[config.mk]
export PLATFORM = sky130hd
export DESIGN_NAME = cpw_gen
export DESIGN_NICKNAME = d
export VERILOG_FILES = /design/src/logic/cpw_pkg.sv /design/src/logic/cpw_gen.sv
export SDC_FILE = /design/constraint.sdc
export NUM_CORES = 1
export LEC_CHECK = 0
export ABC_AREA = 0
export BUFFER_PORTS_ARGS = -buffer_cell sky130_fd_sc_hd__buf_2
export CORE_AREA = 10 10 259 162
export CTS_CLUSTER_DIAMETER = 200
export DETAILED_ROUTE_END_ITERATION = 12
export DIE_AREA = 0 0 269 172
export SYNTH_ARGS = -nofsm -noshare
export SYNTH_HDL_FRONTEND = slang
export SYNTH_SLANG_ARGS = --single-unit
[constraint.sdc]
create_clock -name aclk -period 4.35 [get_ports aclk]
set_clock_uncertainty 0.05 [all_clocks]
set_input_delay 0.87 -clock aclk [delete_from_list [all_inputs] [get_ports aclk]]
set_output_delay 0.87 -clock aclk [all_outputs]
set_load 0.005 [all_outputs]
[src/logic/cpw_pkg.sv]
// Package for the complementary PWM generator with dead time.
// Assumes a single 20 MHz clock domain and an AXI4-Lite register slave.
package cpw_pkg;
    localparam int unsigned CLK_HZ = 20000000;
    localparam int unsigned CW = 16;
    // Register byte offsets
    localparam logic [7:0] OFF_GEN_CTRL = 8'h00;
    localparam logic [7:0] OFF_DUTY = 8'h04;
    localparam logic [7:0] OFF_PHASE = 8'h08;
    localparam logic [7:0] OFF_DEAD = 8'h0C;
    localparam logic [7:0] OFF_ALT_DEAD = 8'h10;
    localparam logic [7:0] OFF_OUT_CTRL = 8'h14;
    localparam logic [7:0] OFF_TRIG = 8'h18;
    localparam logic [7:0] OFF_MASTER_PER = 8'h1C;
    localparam logic [7:0] OFF_STATUS = 8'h20;
    // Generator control fields
    localparam int unsigned GC_IMM_UPD = 0;
    localparam int unsigned GC_CUR_RESET = 1;
    localparam int unsigned GC_CENTER = 2;
    localparam int unsigned GC_ENABLE = 15;
    localparam int unsigned GC_ITB = 9;
    // Output control fields
    localparam int unsigned OC_SYNC = 0;
    localparam int unsigned OC_OVR_L = 8;
    localparam int unsigned OC_OVR_H = 9;
    localparam int unsigned OC_DAT_L = 6;
    localparam int unsigned OC_DAT_H = 7;
    // Reset values
    localparam logic [CW-1:0] RST_PHASE = 16'h03E8;
    localparam logic [CW-1:0] RST_MASTER_PER = 16'h03E8;
    localparam logic [1:0] AXI_OKAY = 2'h0;
    localparam logic [1:0] AXI_SLVERR = 2'h2;

    typedef struct packed {
        logic high_side_out;
        logic low_side_out;
    } cpw_pair_t;

    typedef enum logic [1:0] {
        CPW_ST_IDLE,
        CPW_ST_RESP
    } cpw_bus_st_t;
endpackage
[src/logic/cpw_gen.sv]
// Complementary PWM generator: time base, duty compare, dead time, override, current reset.
// Assumes one clock aclk, synchronous active-low aresetn, and AXI4-Lite for registers.
// Summary of operation
// - Complementary output from independent or master time base, with optional immediate duty update.
// - Center-aligned and edge-aligned forms work under either time base.
// - Immediate update with count between old and new duty switches the outputs at once.
// - Dead time is inserted on every complementary edge, including immediate-update edges.
// - Duty zero with non-zero dead time keeps the low side on for the whole period.
// - Duty at or past the period (phase value, or master period on the master base) with non-zero dead time keeps the high side on for the whole period.
// - Both override enables with sync set force outputs from override levels; 01 is 0%, 10 is 100%.
// - Generator control bit 1 selects current reset, where a current-limit event restarts the cycle of the independent time base only.
// - Generator control bit 9 selects independent time base, cleared follows the master.
// - Current reset with independent time base restarts on every qualifying cycle.
`timescale 1ns/100ps
module cpw_gen #(
    parameter int unsigned CNT_W = 16
) (
    input wire logic aclk,
    input wire logic aresetn,
    input wire logic [7:0] s_axi_awaddr,
    input wire logic s_axi_awvalid,
    output logic s_axi_awready,
    input wire logic [31:0] s_axi_wdata,
    input wire logic [3:0] s_axi_wstrb,
    input wire logic s_axi_wvalid,
    output logic s_axi_wready,
    output logic [1:0] s_axi_bresp,
    output logic s_axi_bvalid,
    input wire logic s_axi_bready,
    input wire logic [7:0] s_axi_araddr,
    input wire logic s_axi_arvalid,
    output logic s_axi_arready,
    output logic [31:0] s_axi_rdata,
    output logic [1:0] s_axi_rresp,
    output logic s_axi_rvalid,
    input wire logic s_axi_rready,
    input wire logic current_limit,
    output cpw_pkg::cpw_pair_t pwm_out,
    output logic trigger_event
);
    // Register merge and status word are laid out for the package width only
    if (CNT_W != cpw_pkg::CW) begin : g_width_check
        $error("cpw_gen: CNT_W must equal package width");
    end

    logic [15:0] generator_control_r;
    logic [CNT_W-1:0] duty_value_r;
    logic [CNT_W-1:0] phase_value_r;
    logic [CNT_W-1:0] dead_time_value_r;
    logic [CNT_W-1:0] alternate_dead_time_value_r;
    logic [15:0] output_control_r;
    logic [CNT_W-1:0] trigger_compare_value_r;
    logic [CNT_W-1:0] master_period_r;
    logic [CNT_W-1:0] active_duty_r;
    logic [CNT_W-1:0] own_cnt_r;
    logic own_down_r;
    logic [CNT_W-1:0] mst_cnt_r;
    logic [CNT_W-1:0] dt_cnt_r;
    logic raw_r;
    logic raw_nxt;
    logic hi_r;
    logic lo_r;
    logic [1:0] ovr_act_r;
    logic [1:0] ovr_dat_r;
    logic cl_prev_r;

    // Control field views
    logic en;
    logic imm;
    logic cur_rst;
    logic center;
    logic independent_timebase_select;
    assign en = generator_control_r[cpw_pkg::GC_ENABLE];
    assign imm = generator_control_r[cpw_pkg::GC_IMM_UPD];
    assign cur_rst = generator_control_r[cpw_pkg::GC_CUR_RESET];
    assign center = generator_control_r[cpw_pkg::GC_CENTER];
    assign independent_timebase_select = generator_control_r[cpw_pkg::GC_ITB];

    // AXI4-Lite write path: address and data taken in either order
    logic aw_held_r;
    logic w_held_r;
    logic [7:0] aw_addr_r;
    logic [31:0] w_data_r;
    logic [3:0] w_strb_r;
    logic wr_go;
    assign s_axi_awready = !aw_held_r && !s_axi_bvalid;
    assign s_axi_wready = !w_held_r && !s_axi_bvalid;
    assign wr_go = aw_held_r && w_held_r;

    always_ff @(posedge aclk) begin
        if (!aresetn) begin
            aw_held_r <= 1'b0;
            w_held_r <= 1'b0;
            aw_addr_r <= 8'h00;
            w_data_r <= 32'h0000_0000;
            w_strb_r <= 4'h0;
            s_axi_bvalid <= 1'b0;
            s_axi_bresp <= cpw_pkg::AXI_OKAY;
        end else begin
            if (s_axi_awvalid && s_axi_awready) begin
                aw_held_r <= 1'b1;
                aw_addr_r <= s_axi_awaddr;
            end
            if (s_axi_wvalid && s_axi_wready) begin
                w_held_r <= 1'b1;
                w_data_r <= s_axi_wdata;
                w_strb_r <= s_axi_wstrb;
            end
            if (wr_go) begin
                aw_held_r <= 1'b0;
                w_held_r <= 1'b0;
                s_axi_bvalid <= 1'b1;
                s_axi_bresp <= (aw_addr_r[1:0] == 2'h0 && aw_addr_r <= cpw_pkg::OFF_MASTER_PER)
                    ? cpw_pkg::AXI_OKAY : cpw_pkg::AXI_SLVERR;
            end else if (s_axi_bvalid && s_axi_bready) begin
                s_axi_bvalid <= 1'b0;
            end
        end
    end

    // Byte-lane merge of a 16-bit register
    function automatic logic [15:0] merge16(input logic [15:0] old, input logic [31:0] d, input logic [3:0] s);
        logic [15:0] r;
        r = old;
        if (s[0]) r[7:0] = d[7:0];
        if (s[1]) r[15:8] = d[15:8];
        return r;
    endfunction

    // Register stores
    always_ff @(posedge aclk) begin
        if (!aresetn) begin
            generator_control_r <= 16'h0000;
            duty_value_r <= '0;
            phase_value_r <= cpw_pkg::RST_PHASE;
            dead_time_value_r <= '0;
            alternate_dead_time_value_r <= '0;
            output_control_r <= 16'h0000;
            trigger_compare_value_r <= '0;
            master_period_r <= cpw_pkg::RST_MASTER_PER;
        end else if (wr_go) begin
            unique case (aw_addr_r)
                cpw_pkg::OFF_GEN_CTRL: generator_control_r <= merge16(generator_control_r, w_data_r, w_strb_r);
                cpw_pkg::OFF_DUTY: duty_value_r <= merge16(duty_value_r, w_data_r, w_strb_r);
                cpw_pkg::OFF_PHASE: phase_value_r <= merge16(phase_value_r, w_data_r, w_strb_r);
                cpw_pkg::OFF_DEAD: dead_time_value_r <= merge16(dead_time_value_r, w_data_r, w_strb_r);
                cpw_pkg::OFF_ALT_DEAD:
                    alternate_dead_time_value_r <= merge16(alternate_dead_time_value_r, w_data_r, w_strb_r);
                cpw_pkg::OFF_OUT_CTRL: output_control_r <= merge16(output_control_r, w_data_r, w_strb_r);
                cpw_pkg::OFF_TRIG: trigger_compare_value_r <= merge16(trigger_compare_value_r, w_data_r, w_strb_r);
                cpw_pkg::OFF_MASTER_PER: master_period_r <= merge16(master_period_r, w_data_r, w_strb_r);
                default: ;
            endcase
        end
    end

    // AXI4-Lite read path, one outstanding read
    assign s_axi_arready = !s_axi_rvalid;
    always_ff @(posedge aclk) begin
        if (!aresetn) begin
            s_axi_rvalid <= 1'b0;
            s_axi_rdata <= 32'h0000_0000;
            s_axi_rresp <= cpw_pkg::AXI_OKAY;
        end else if (s_axi_arvalid && s_axi_arready) begin
            s_axi_rvalid <= 1'b1;
            s_axi_rresp <= cpw_pkg::AXI_OKAY;
            unique case (s_axi_araddr)
                cpw_pkg::OFF_GEN_CTRL: s_axi_rdata <= {16'h0000, generator_control_r};
                cpw_pkg::OFF_DUTY: s_axi_rdata <= {16'h0000, duty_value_r};
                cpw_pkg::OFF_PHASE: s_axi_rdata <= {16'h0000, phase_value_r};
                cpw_pkg::OFF_DEAD: s_axi_rdata <= {16'h0000, dead_time_value_r};
                cpw_pkg::OFF_ALT_DEAD: s_axi_rdata <= {16'h0000, alternate_dead_time_value_r};
                cpw_pkg::OFF_OUT_CTRL: s_axi_rdata <= {16'h0000, output_control_r};
                cpw_pkg::OFF_TRIG: s_axi_rdata <= {16'h0000, trigger_compare_value_r};
                cpw_pkg::OFF_MASTER_PER: s_axi_rdata <= {16'h0000, master_period_r};
                // Live state: own counter, direction and output levels
                cpw_pkg::OFF_STATUS: s_axi_rdata <= {13'h0000, own_down_r, hi_r, lo_r, own_cnt_r};
                default: begin
                    s_axi_rdata <= 32'h0000_0000;
                    s_axi_rresp <= cpw_pkg::AXI_SLVERR;
                end
            endcase
        end else if (s_axi_rvalid && s_axi_rready) begin
            s_axi_rvalid <= 1'b0;
        end
    end

    // Current-limit rising edge; acts every cycle it occurs, not alternate ones
    logic cl_event;
    assign cl_event = cur_rst && independent_timebase_select && current_limit && !cl_prev_r;
    always_ff @(posedge aclk) begin
        if (!aresetn) cl_prev_r <= 1'b0;
        else cl_prev_r <= current_limit;
    end

    // Master time base; up/down when center-aligned, so both forms work on it too
    logic mst_down_r;
    logic mst_end;
    assign mst_end = mst_down_r ? (mst_cnt_r == '0) : (mst_cnt_r >= master_period_r);
    always_ff @(posedge aclk) begin
        if (!aresetn || !en) begin
            mst_cnt_r <= '0;
            mst_down_r <= 1'b0;
        end else if (center) begin
            if (mst_end) begin
                mst_down_r <= !mst_down_r;
                mst_cnt_r <= mst_down_r ? mst_cnt_r + 1'b1 : mst_cnt_r - 1'b1;
            end else begin
                mst_cnt_r <= mst_down_r ? mst_cnt_r - 1'b1 : mst_cnt_r + 1'b1;
            end
        end else begin
            mst_down_r <= 1'b0;
            mst_cnt_r <= mst_end ? '0 : mst_cnt_r + 1'b1;
        end
    end

    // Independent time base; period is the phase value, up/down when center-aligned
    logic own_end;
    assign own_end = own_down_r ? (own_cnt_r == '0) : (own_cnt_r >= phase_value_r);
    always_ff @(posedge aclk) begin
        if (!aresetn || !en || cl_event) begin
            own_cnt_r <= '0;
            own_down_r <= 1'b0;
        end else if (center) begin
            if (own_end) begin
                own_down_r <= !own_down_r;
                own_cnt_r <= own_down_r ? own_cnt_r + 1'b1 : own_cnt_r - 1'b1;
            end else begin
                own_cnt_r <= own_down_r ? own_cnt_r - 1'b1 : own_cnt_r + 1'b1;
            end
        end else begin
            own_down_r <= 1'b0;
            own_cnt_r <= own_end ? '0 : own_cnt_r + 1'b1;
        end
    end

    // Time base select and period boundary
    logic [CNT_W-1:0] tb;
    logic boundary;
    assign tb = independent_timebase_select ? own_cnt_r : mst_cnt_r;
    assign boundary = independent_timebase_select ? (own_end && (!center || own_down_r)) : (mst_end && (!center || mst_down_r));

    // Active duty: immediate write or load at period boundary
    always_ff @(posedge aclk) begin
        if (!aresetn) active_duty_r <= '0;
        else if (imm || boundary) active_duty_r <= duty_value_r;
    end

    // Raw compare; 0 gives low all period, duty at or past the last count gives high all period
    logic [CNT_W-1:0] per_end;
    assign per_end = independent_timebase_select ? phase_value_r : master_period_r;
    always_comb begin
        raw_nxt = (tb < active_duty_r) || (active_duty_r >= per_end);
    end

    // Dead time: the rising side waits out the count after every raw edge
    logic [CNT_W-1:0] dt_sel;
    assign dt_sel = raw_nxt ? dead_time_value_r : alternate_dead_time_value_r;
    always_ff @(posedge aclk) begin
        if (!aresetn || !en) begin
            raw_r <= 1'b0;
            dt_cnt_r <= '0;
        end else begin
            raw_r <= raw_nxt;
            if (raw_nxt != raw_r) dt_cnt_r <= dt_sel;
            else if (dt_cnt_r != '0) dt_cnt_r <= dt_cnt_r - 1'b1;
        end
    end

    // Outputs before override; a steady level never loses its side
    always_ff @(posedge aclk) begin
        if (!aresetn || !en) begin
            hi_r <= 1'b0;
            lo_r <= 1'b0;
        end else if (raw_nxt != raw_r) begin
            // Zero dead time hands over at once; otherwise both sides drop first
            hi_r <= raw_nxt && (dt_sel == '0);
            lo_r <= !raw_nxt && (dt_sel == '0);
        end else begin
            // Count of one left means the programmed number of off cycles has passed
            hi_r <= raw_r && (dt_cnt_r[CNT_W-1:1] == '0);
            lo_r <= !raw_r && (dt_cnt_r[CNT_W-1:1] == '0);
        end
    end

    // Override latch: sync set waits for the period boundary to avoid runt pulses
    always_ff @(posedge aclk) begin
        if (!aresetn) begin
            ovr_act_r <= 2'b00;
            ovr_dat_r <= 2'b00;
        end else if (!output_control_r[cpw_pkg::OC_SYNC] || boundary) begin
            ovr_act_r <= {output_control_r[cpw_pkg::OC_OVR_H], output_control_r[cpw_pkg::OC_OVR_L]};
            ovr_dat_r <= {output_control_r[cpw_pkg::OC_DAT_H], output_control_r[cpw_pkg::OC_DAT_L]};
        end
    end

    // Output drive, from flip-flops
    always_ff @(posedge aclk) begin
        if (!aresetn) begin
            pwm_out <= '0;
            trigger_event <= 1'b0;
        end else begin
            pwm_out.high_side_out <= ovr_act_r[1] ? ovr_dat_r[1] : hi_r;
            pwm_out.low_side_out <= ovr_act_r[0] ? ovr_dat_r[0] : lo_r;
            // Pulse for timing duty writes safely
            trigger_event <= en && (tb == trigger_compare_value_r);
        end
    end
endmodule // cpw_gen

==> impl_metrics.ini, run 1 <==
[die]
core_area_um2 = 37200
die_h_um = 172
dieArea_um2 = 46300
num_io_pins = 104
die_w_um = 269
row_count = 55
start_util_pct = 39.6

[routing]
wirelength_um = 50600
drtIter0Drc = 1477
vias = 13300
drt-wirelength-per-cell_um = 21.9
viasPerCell = 5.78
ant_nets = 0
drc = 0
first_pass_iters = 5

[final_layout]
nFillCells = 3624
n_antenna_cell = 0
area_growth_pct = 12.0
nNetsFinal = 1904
drive_gt1_share_pct = 11.3

[grt]
antenna_found_initial = 1
grt_max_degree = 221
grt_pass1_vias = 12600
track_usage_pct = 21.4
grt_overflow_total = 0
grt_pass1_wl_um = 76500

[yosys]
netlist_top_cells_count = dfxtp_1 (256), nand2_1 (219), mux2i_1 (169), clkbuf_1 (105), nor2b_1 (104)
synth_most_common_cell = dfxtp_1
netlist_area_um2 = 14800
synth_cell_types = 71
synth_edf_count = 0
netlist.area_leader.share_pct = 34.7
synth_seq_cells = 256
yosysTopAreaCell = dfxtp_1
async_flop_share_pct = 0
syn_avg_cell_area_um2 = 8.43
synth_warnings = 0
synth-seq-area-share_pct = 34.7
netlist_top_cells_area = dfxtp_1 (35%), mux2i_1 (11%), ha_1 (5.8%)
syn_inst = 1750
ys.flop_type = dfxtp_1

[critical_path]
required_ns = 4.74
worst_setup_path_end_kind = register
crit_arrival_ns = 4.36
worst-setup-path-type = register to register
rr_worst_depth = 9
cp_max_fo = 25
start_kind = register

[clocking]
clkLatencyLatePin_ns = 0.57
clk_pin_slew_ns = 0.07
cts_resized = 0
postCtsSetupBuffers = 0
tritoncts = yes
ctsHoldBuffers = 0
clk_path_buf_depth = 3
clock-sinks = 256
cts_made_buffers = 26
cts-root-buf = clkbuf_16
htreeDepth = 1

[sta]
setup_tns_ns = 0
worstMarginPinSlew_ns = 1.25
final.period_utilization_pct = 91.4
maxSlewHeadroom_pct = 16.4
rsz0062_at_grt = false
setup_slack_ns = 0.376
setup_viol = 0
hold_viol = 0
min_period_ns = 3.97
slew_viol_final = 0
fmax_ghz = 0.252

[flow_run]
drv_cap = 0

[worst_hold_path]
hold_path.class = register to register
holdPathStages = 2

[placement]
pre_cts_ws_ns = 0.489
placement.io_buffers = 70
gp_congestion = 0.930
dp.final_hpwl_um = 37400

[power]
ir_worst_vdd_mv = 0.276
leakage_nw = 6.67
power_density_nw_per_um2 = 309

[run_status]
status = finished, final reports clean
-- worst paths after layout --
path	from	end	slack, ns
worst max-delay path	generator_control_r[9]	dt_cnt_r[5]	0.38
worst min-delay path	s_axi_rdata[17]	s_axi_rdata[17]	0.41
worst max register to register	generator_control_r[9]	dt_cnt_r[5]	0.38
worst min register to register	s_axi_rdata[17]	s_axi_rdata[17]	0.41
-- report_power, final --
part	switching (mW)	internal [mW]
sequential	0.0579	2.38
combinational	0.137	0.0855
clock	1.03	1.41
-- registers in the layout (all words and copies together) (netlist names), 16 cells and up --
signal                       count
alternate_dead_time_value_r     16
dt_cnt_r                        16
mst_cnt_r                       16
own_cnt_r                       16
trigger_compare_value_r         16
output_control_r                16
master_period_r                 16
w_data_r                        16
s_axi_rdata                     19
phase_value_r                   16
active_duty_r                   16
dead_time_value_r               16
generator_control_r             16
duty_value_r                    16
-- metal layers --
layer  up-vias  global-route usage (%)  routed length, µm
li1       6281                       -                  -
met1      6380                    32.0              24400
met2       620                    29.6              19800
met3        56                    6.16               5500
met4         0                    3.99                809
met5         -                       0                  0
-- cells by family after synthesis --
| logic type | share of synthesized area [%] |
|---|---|
| AND/OR/NAND/NOR | 21.8 |
| AO/OA/AOI/OAI | 16.8 |
| flip-flops | 34.7 |
| buffers and inverters | 5.73 |
| multiplexers | 12.6 |
| adder cells (fa/ha/maj) | 5.77 |
| XOR/XNOR | 2.55 |
| other | 0.0254 |
-- critical path, stage by stage (launching register included) --
cell	delay, ns
dfxtp_2	0.75
mux2_2	0.45
ha_1	0.29
and4_1	0.19
a21o_1	0.17
a311oi_1	0.61
o211a_1	0.27
nor2_1	0.07
o211ai_1	0.73
o21ba_2	0.26
-- area by class of cell --
type                    count  area (µm²)  share of cell area (%)
well taps                 513         642                    3.89
clock inverters            15         198                    1.20
inverters                  76         285                    1.73
flip-flops and latches    256        5130                    31.0
repair buffers            114         696                    4.21
multi-input cells        1302        8850                    53.6
clock buffers              33         717                    4.34
-- layout by cell type, fill, tap and decap left out, types with 15 or more instances in the layout --
| cell | n |
|---|---|
| nand3_1 | 67 |
| a22oi_1 | 23 |
| a211oi_1 | 19 |
| nand2b_1 | 18 |
| conb_1 | 15 |
| and3_1 | 18 |
| nor3_1 | 53 |
| o21ai_0 | 64 |
| a21oi_1 | 33 |
| buf_4 | 44 |
| inv_1 | 76 |
| nor2b_1 | 103 |
| a31oi_1 | 40 |
| buf_2 | 69 |
| ha_1 | 68 |
| mux2_2 | 15 |
| dfxtp_1 | 255 |
| nor2_1 | 74 |
| xor2_1 | 30 |
| mux2i_1 | 169 |
| nor4_1 | 22 |
| clkbuf_16 | 26 |
| a221oi_1 | 39 |
| nand2_1 | 219 |
| a21boi_0 | 48 |
-- stage by stage --
stage	instance area, µm²	utilization, %	hold slack (ns)	instances	power (mW)
3_3_place_gp	15600	41.9	0.401	2261	2.70
5_1_grt	16500	44.4	0.432	2309	5.25
4_1_cts	16500	44.4	0.417	2309	5.13
6_report	16500	44.4	0.411	2309	5.10
3_5_place_dp	15600	41.9	0.409	2261	2.70
2_1_floorplan	14800	-	0.388	1764	2.61
(Power assumes the default switching activity.)
==> run 2, diff against run 1 <==
- ABC_AREA: 0 -> 1
- CORE_AREA: 10 10 259 162 -> 10 10 251 157
- DIE_AREA: 0 0 269 172 -> 0 0 261 167
==> run 2 against run 1 <==
Net effect:
- combinational power increased by 16%
- highest routed layer unchanged
- core utilization about the same
- sequential power about the same
- cell area shrank 6.8%
- maximum frequency increased by 7.3%
- first-iteration DRC count fell by 7.3%
- largest power group is now registers
- critical endpoint is now dt_cnt_r[14]
- global-route usage shrank 0.70 points
==> impl_metrics.ini, run 2 <==
[run_status]
status = finished, final reports clean

[sta]
rsz0062_at_grt = false
fin_hold_ws_ns = 0.407
final.period_utilization_pct = 85.1
hold_viol = 0
slew_viol_final = 0
setup_viol = 0
fmax_ghz = 0.270
worstMarginPinSlew_ns = 1.14
maxSlewHeadroom_pct = 23.6
min_period_ns = 3.70
setup_tns_ns = 0

[power]
leakage_nw = 6.47
total_power_mw = 5.10
power_density_nw_per_um2 = 331
ir_worst_vdd_mv = 0.255

[final_layout]
seq_area_um2 = 5130
layout_common_cells = nand2_1 (323), dfxtp_1 (255), a21oi_1 (242)
nFillCells = 3574
design_area_um2 = 15400
mostFrequentLayoutCell = nand2_1
nNetsFinal = 2144
top_register = s_axi_rdata
largest_reg_flops = 19
area_growth_pct = 11.3
n_antenna_cell = 0
multi_input_area_um2 = 7390
drive_gt1_share_pct = 7.92

[placement]
placement.io_buffers = 70
dpl_cell_area_um2 = 14500
dp.final_hpwl_um = 35600
gp_congestion = 0.939

[yosys]
synthMuxAreaShare_pct = 0
synth-xor-area-share_pct = 3.80
netlist.area_leader.share_pct = 37.1
synthAdderAreaFrac_pct = 6.16
synth-seq-area-share_pct = 37.1
synth_seq_cells = 256
syn_avg_cell_area_um2 = 6.96
synth_cell_types = 45
netlist_top_cells_area = dfxtp_1 (37%), nand2_1 (8.8%), a21oi_1 (8.8%)
synth_compound_area_share_pct = 21.7
synth_edf_count = 0
synthSimpleGateAreaFrac_pct = 21.4
netlist_top_cells_count = nand2_1 (323), dfxtp_1 (256), a21oi_1 (242), inv_1 (224), nor2_1 (224)
netlist_area_um2 = 13800
ys.flop_type = dfxtp_1
synth_top_family_by_area = compound AO/OA/AOI/OAI gates
synth_most_common_cell = nand2_1
syn_inst = 1986
synth_warnings = 0
yosysTopAreaCell = dfxtp_1
async_flop_share_pct = 0

[critical_path]
worst-setup-path-type = register to register
path_cells = buf_4, o21ai_0, ha_1, nand2_1, nor2_1, nor3b_1, and3_1, nor2_1, nand2_2, inv_1, nand2_1, nand2_1, buf_4, inv_1, nand3_2, nand2_1, nor2_1
worst_path_most_repeated_cell = nand2_1
required_ns = 4.73
worst_setup_path_end_kind = register
cp_slowest_cell = dfxtp_2
start_kind = register
rr_worst_depth = 17
r2r-start = generator_control_r[9]
r2r_slack_ns = 0.65
startpoint = generator_control_r[9]
reg2reg_to = dt_cnt_r[14]
cp_max_fo = 28
cp-endpoint = dt_cnt_r[14]
crit_arrival_ns = 4.08
cpPeakStageDelay_ns = 0.67

[routing]
drtIter0Drc = 1369
wirelength_um = 46400
drc = 0
drt-wirelength-per-cell_um = 18.6
viasPerCell = 5.37
first_pass_iters = 7
ant_nets = 0
vias = 13400

[die]
die_w_um = 261
die_h_um = 167
num_io_pins = 104
start_util_pct = 39.8
row_count = 53
core_area_um2 = 34700
dieArea_um2 = 43600

[clocking]
cts_made_buffers = 26
postCtsSetupBuffers = 0
clock-sinks = 256
cts_resized = 0
ctsHoldBuffers = 0
htreeDepth = 1
clk_pin_slew_ns = 0.06
cts-root-buf = clkbuf_16
clk_path_buf_depth = 3
tritoncts = yes
clkLatencyLatePin_ns = 0.56

[grt]
track_usage_pct = 20.7
grt_pass1_wl_um = 72000
grt_max_degree = 117
grt_overflow_total = 0
grt_pass1_vias = 12500
antenna_found_initial = 0

[worst_hold_path]
hold_path.class = register to register

[flow_run]
drv_cap = 0
## run 2: worst min-delay path by stage
stage / cells past startpoint / to / startpoint / slack [ns]
final: 2 / output_control_r[3] / output_control_r[3] / 0.41
after global placement: 2 / output_control_r[15] / output_control_r[15] / 0.39
after global routing: 2 / output_control_r[2] / output_control_r[2] / 0.43
after CTS: 2 / output_control_r[11] / output_control_r[11] / 0.41
after detailed placement: 2 / output_control_r[11] / output_control_r[11] / 0.40
after floorplan: 2 / pwm_out[0] / ovr_dat_r[0] / 0.37
## run 2: final cells by class
class / count / area share, %
multi-input cells: 1409 / 48.0
flip-flops and latches: 256 / 33.3
inverters: 233 / 5.69
clock buffers: 34 / 4.82
well taps: 467 / 3.80
repair buffers: 90 / 3.27
clock inverters: 11 / 1.07
## run 2: kinds of logic (layout without fill, tap and decap cells)
kind of cell,Yosys count,after routing
AND/OR/NAND/NOR,707,707
AO/OA/AOI/OAI,559,559
buffers and inverters,335,368
flip-flops,256,256
adder cells (fa/ha/maj),68,68
XOR/XNOR,60,60
other,1,15
## run 2: stage by stage
| step | setup slack (ns) | std cells | util (%) |
|---|---|---|---|
| CTS | 0.716 | 2500 | 44.4 |
| global route | 0.316 | 2500 | 44.4 |
| floorplan | 1.29 | 2000 | - |
| global placement | 0.816 | 2455 | 41.7 |
| finish | 0.648 | 2500 | 44.4 |
| detailed placement | 0.722 | 2455 | 41.7 |
## run 2: per-layer routing
metal / global-route usage [%] / share of wire, % / up-vias / wire length (µm)
met2: 27.9 / 38 / 526 / 17700
met3: 5.68 / 10 / 53 / 4660
met4: 4.16 / 1.9 / 0 / 870
li1: - / - / 6625 / -
met5: 0 / 0 / - / 0
met1: 31.6 / 50 / 6221 / 23100
## run 2: worst max-delay path, delay by kind of cell, from the launching register on
kind,cells,cell delay [ns]
simple gates,11,1.78
fa+ha+maj,1,0.30
buf+inv,4,0.63
flops,1,0.67
compound gates,1,0.12
## run 2: where the power goes
group	internal [mW]	switching [mW]
Sequential	2.38	0.0471
Combinational	0.0744	0.182
Clock	1.43	0.984
Total	3.88	1.21
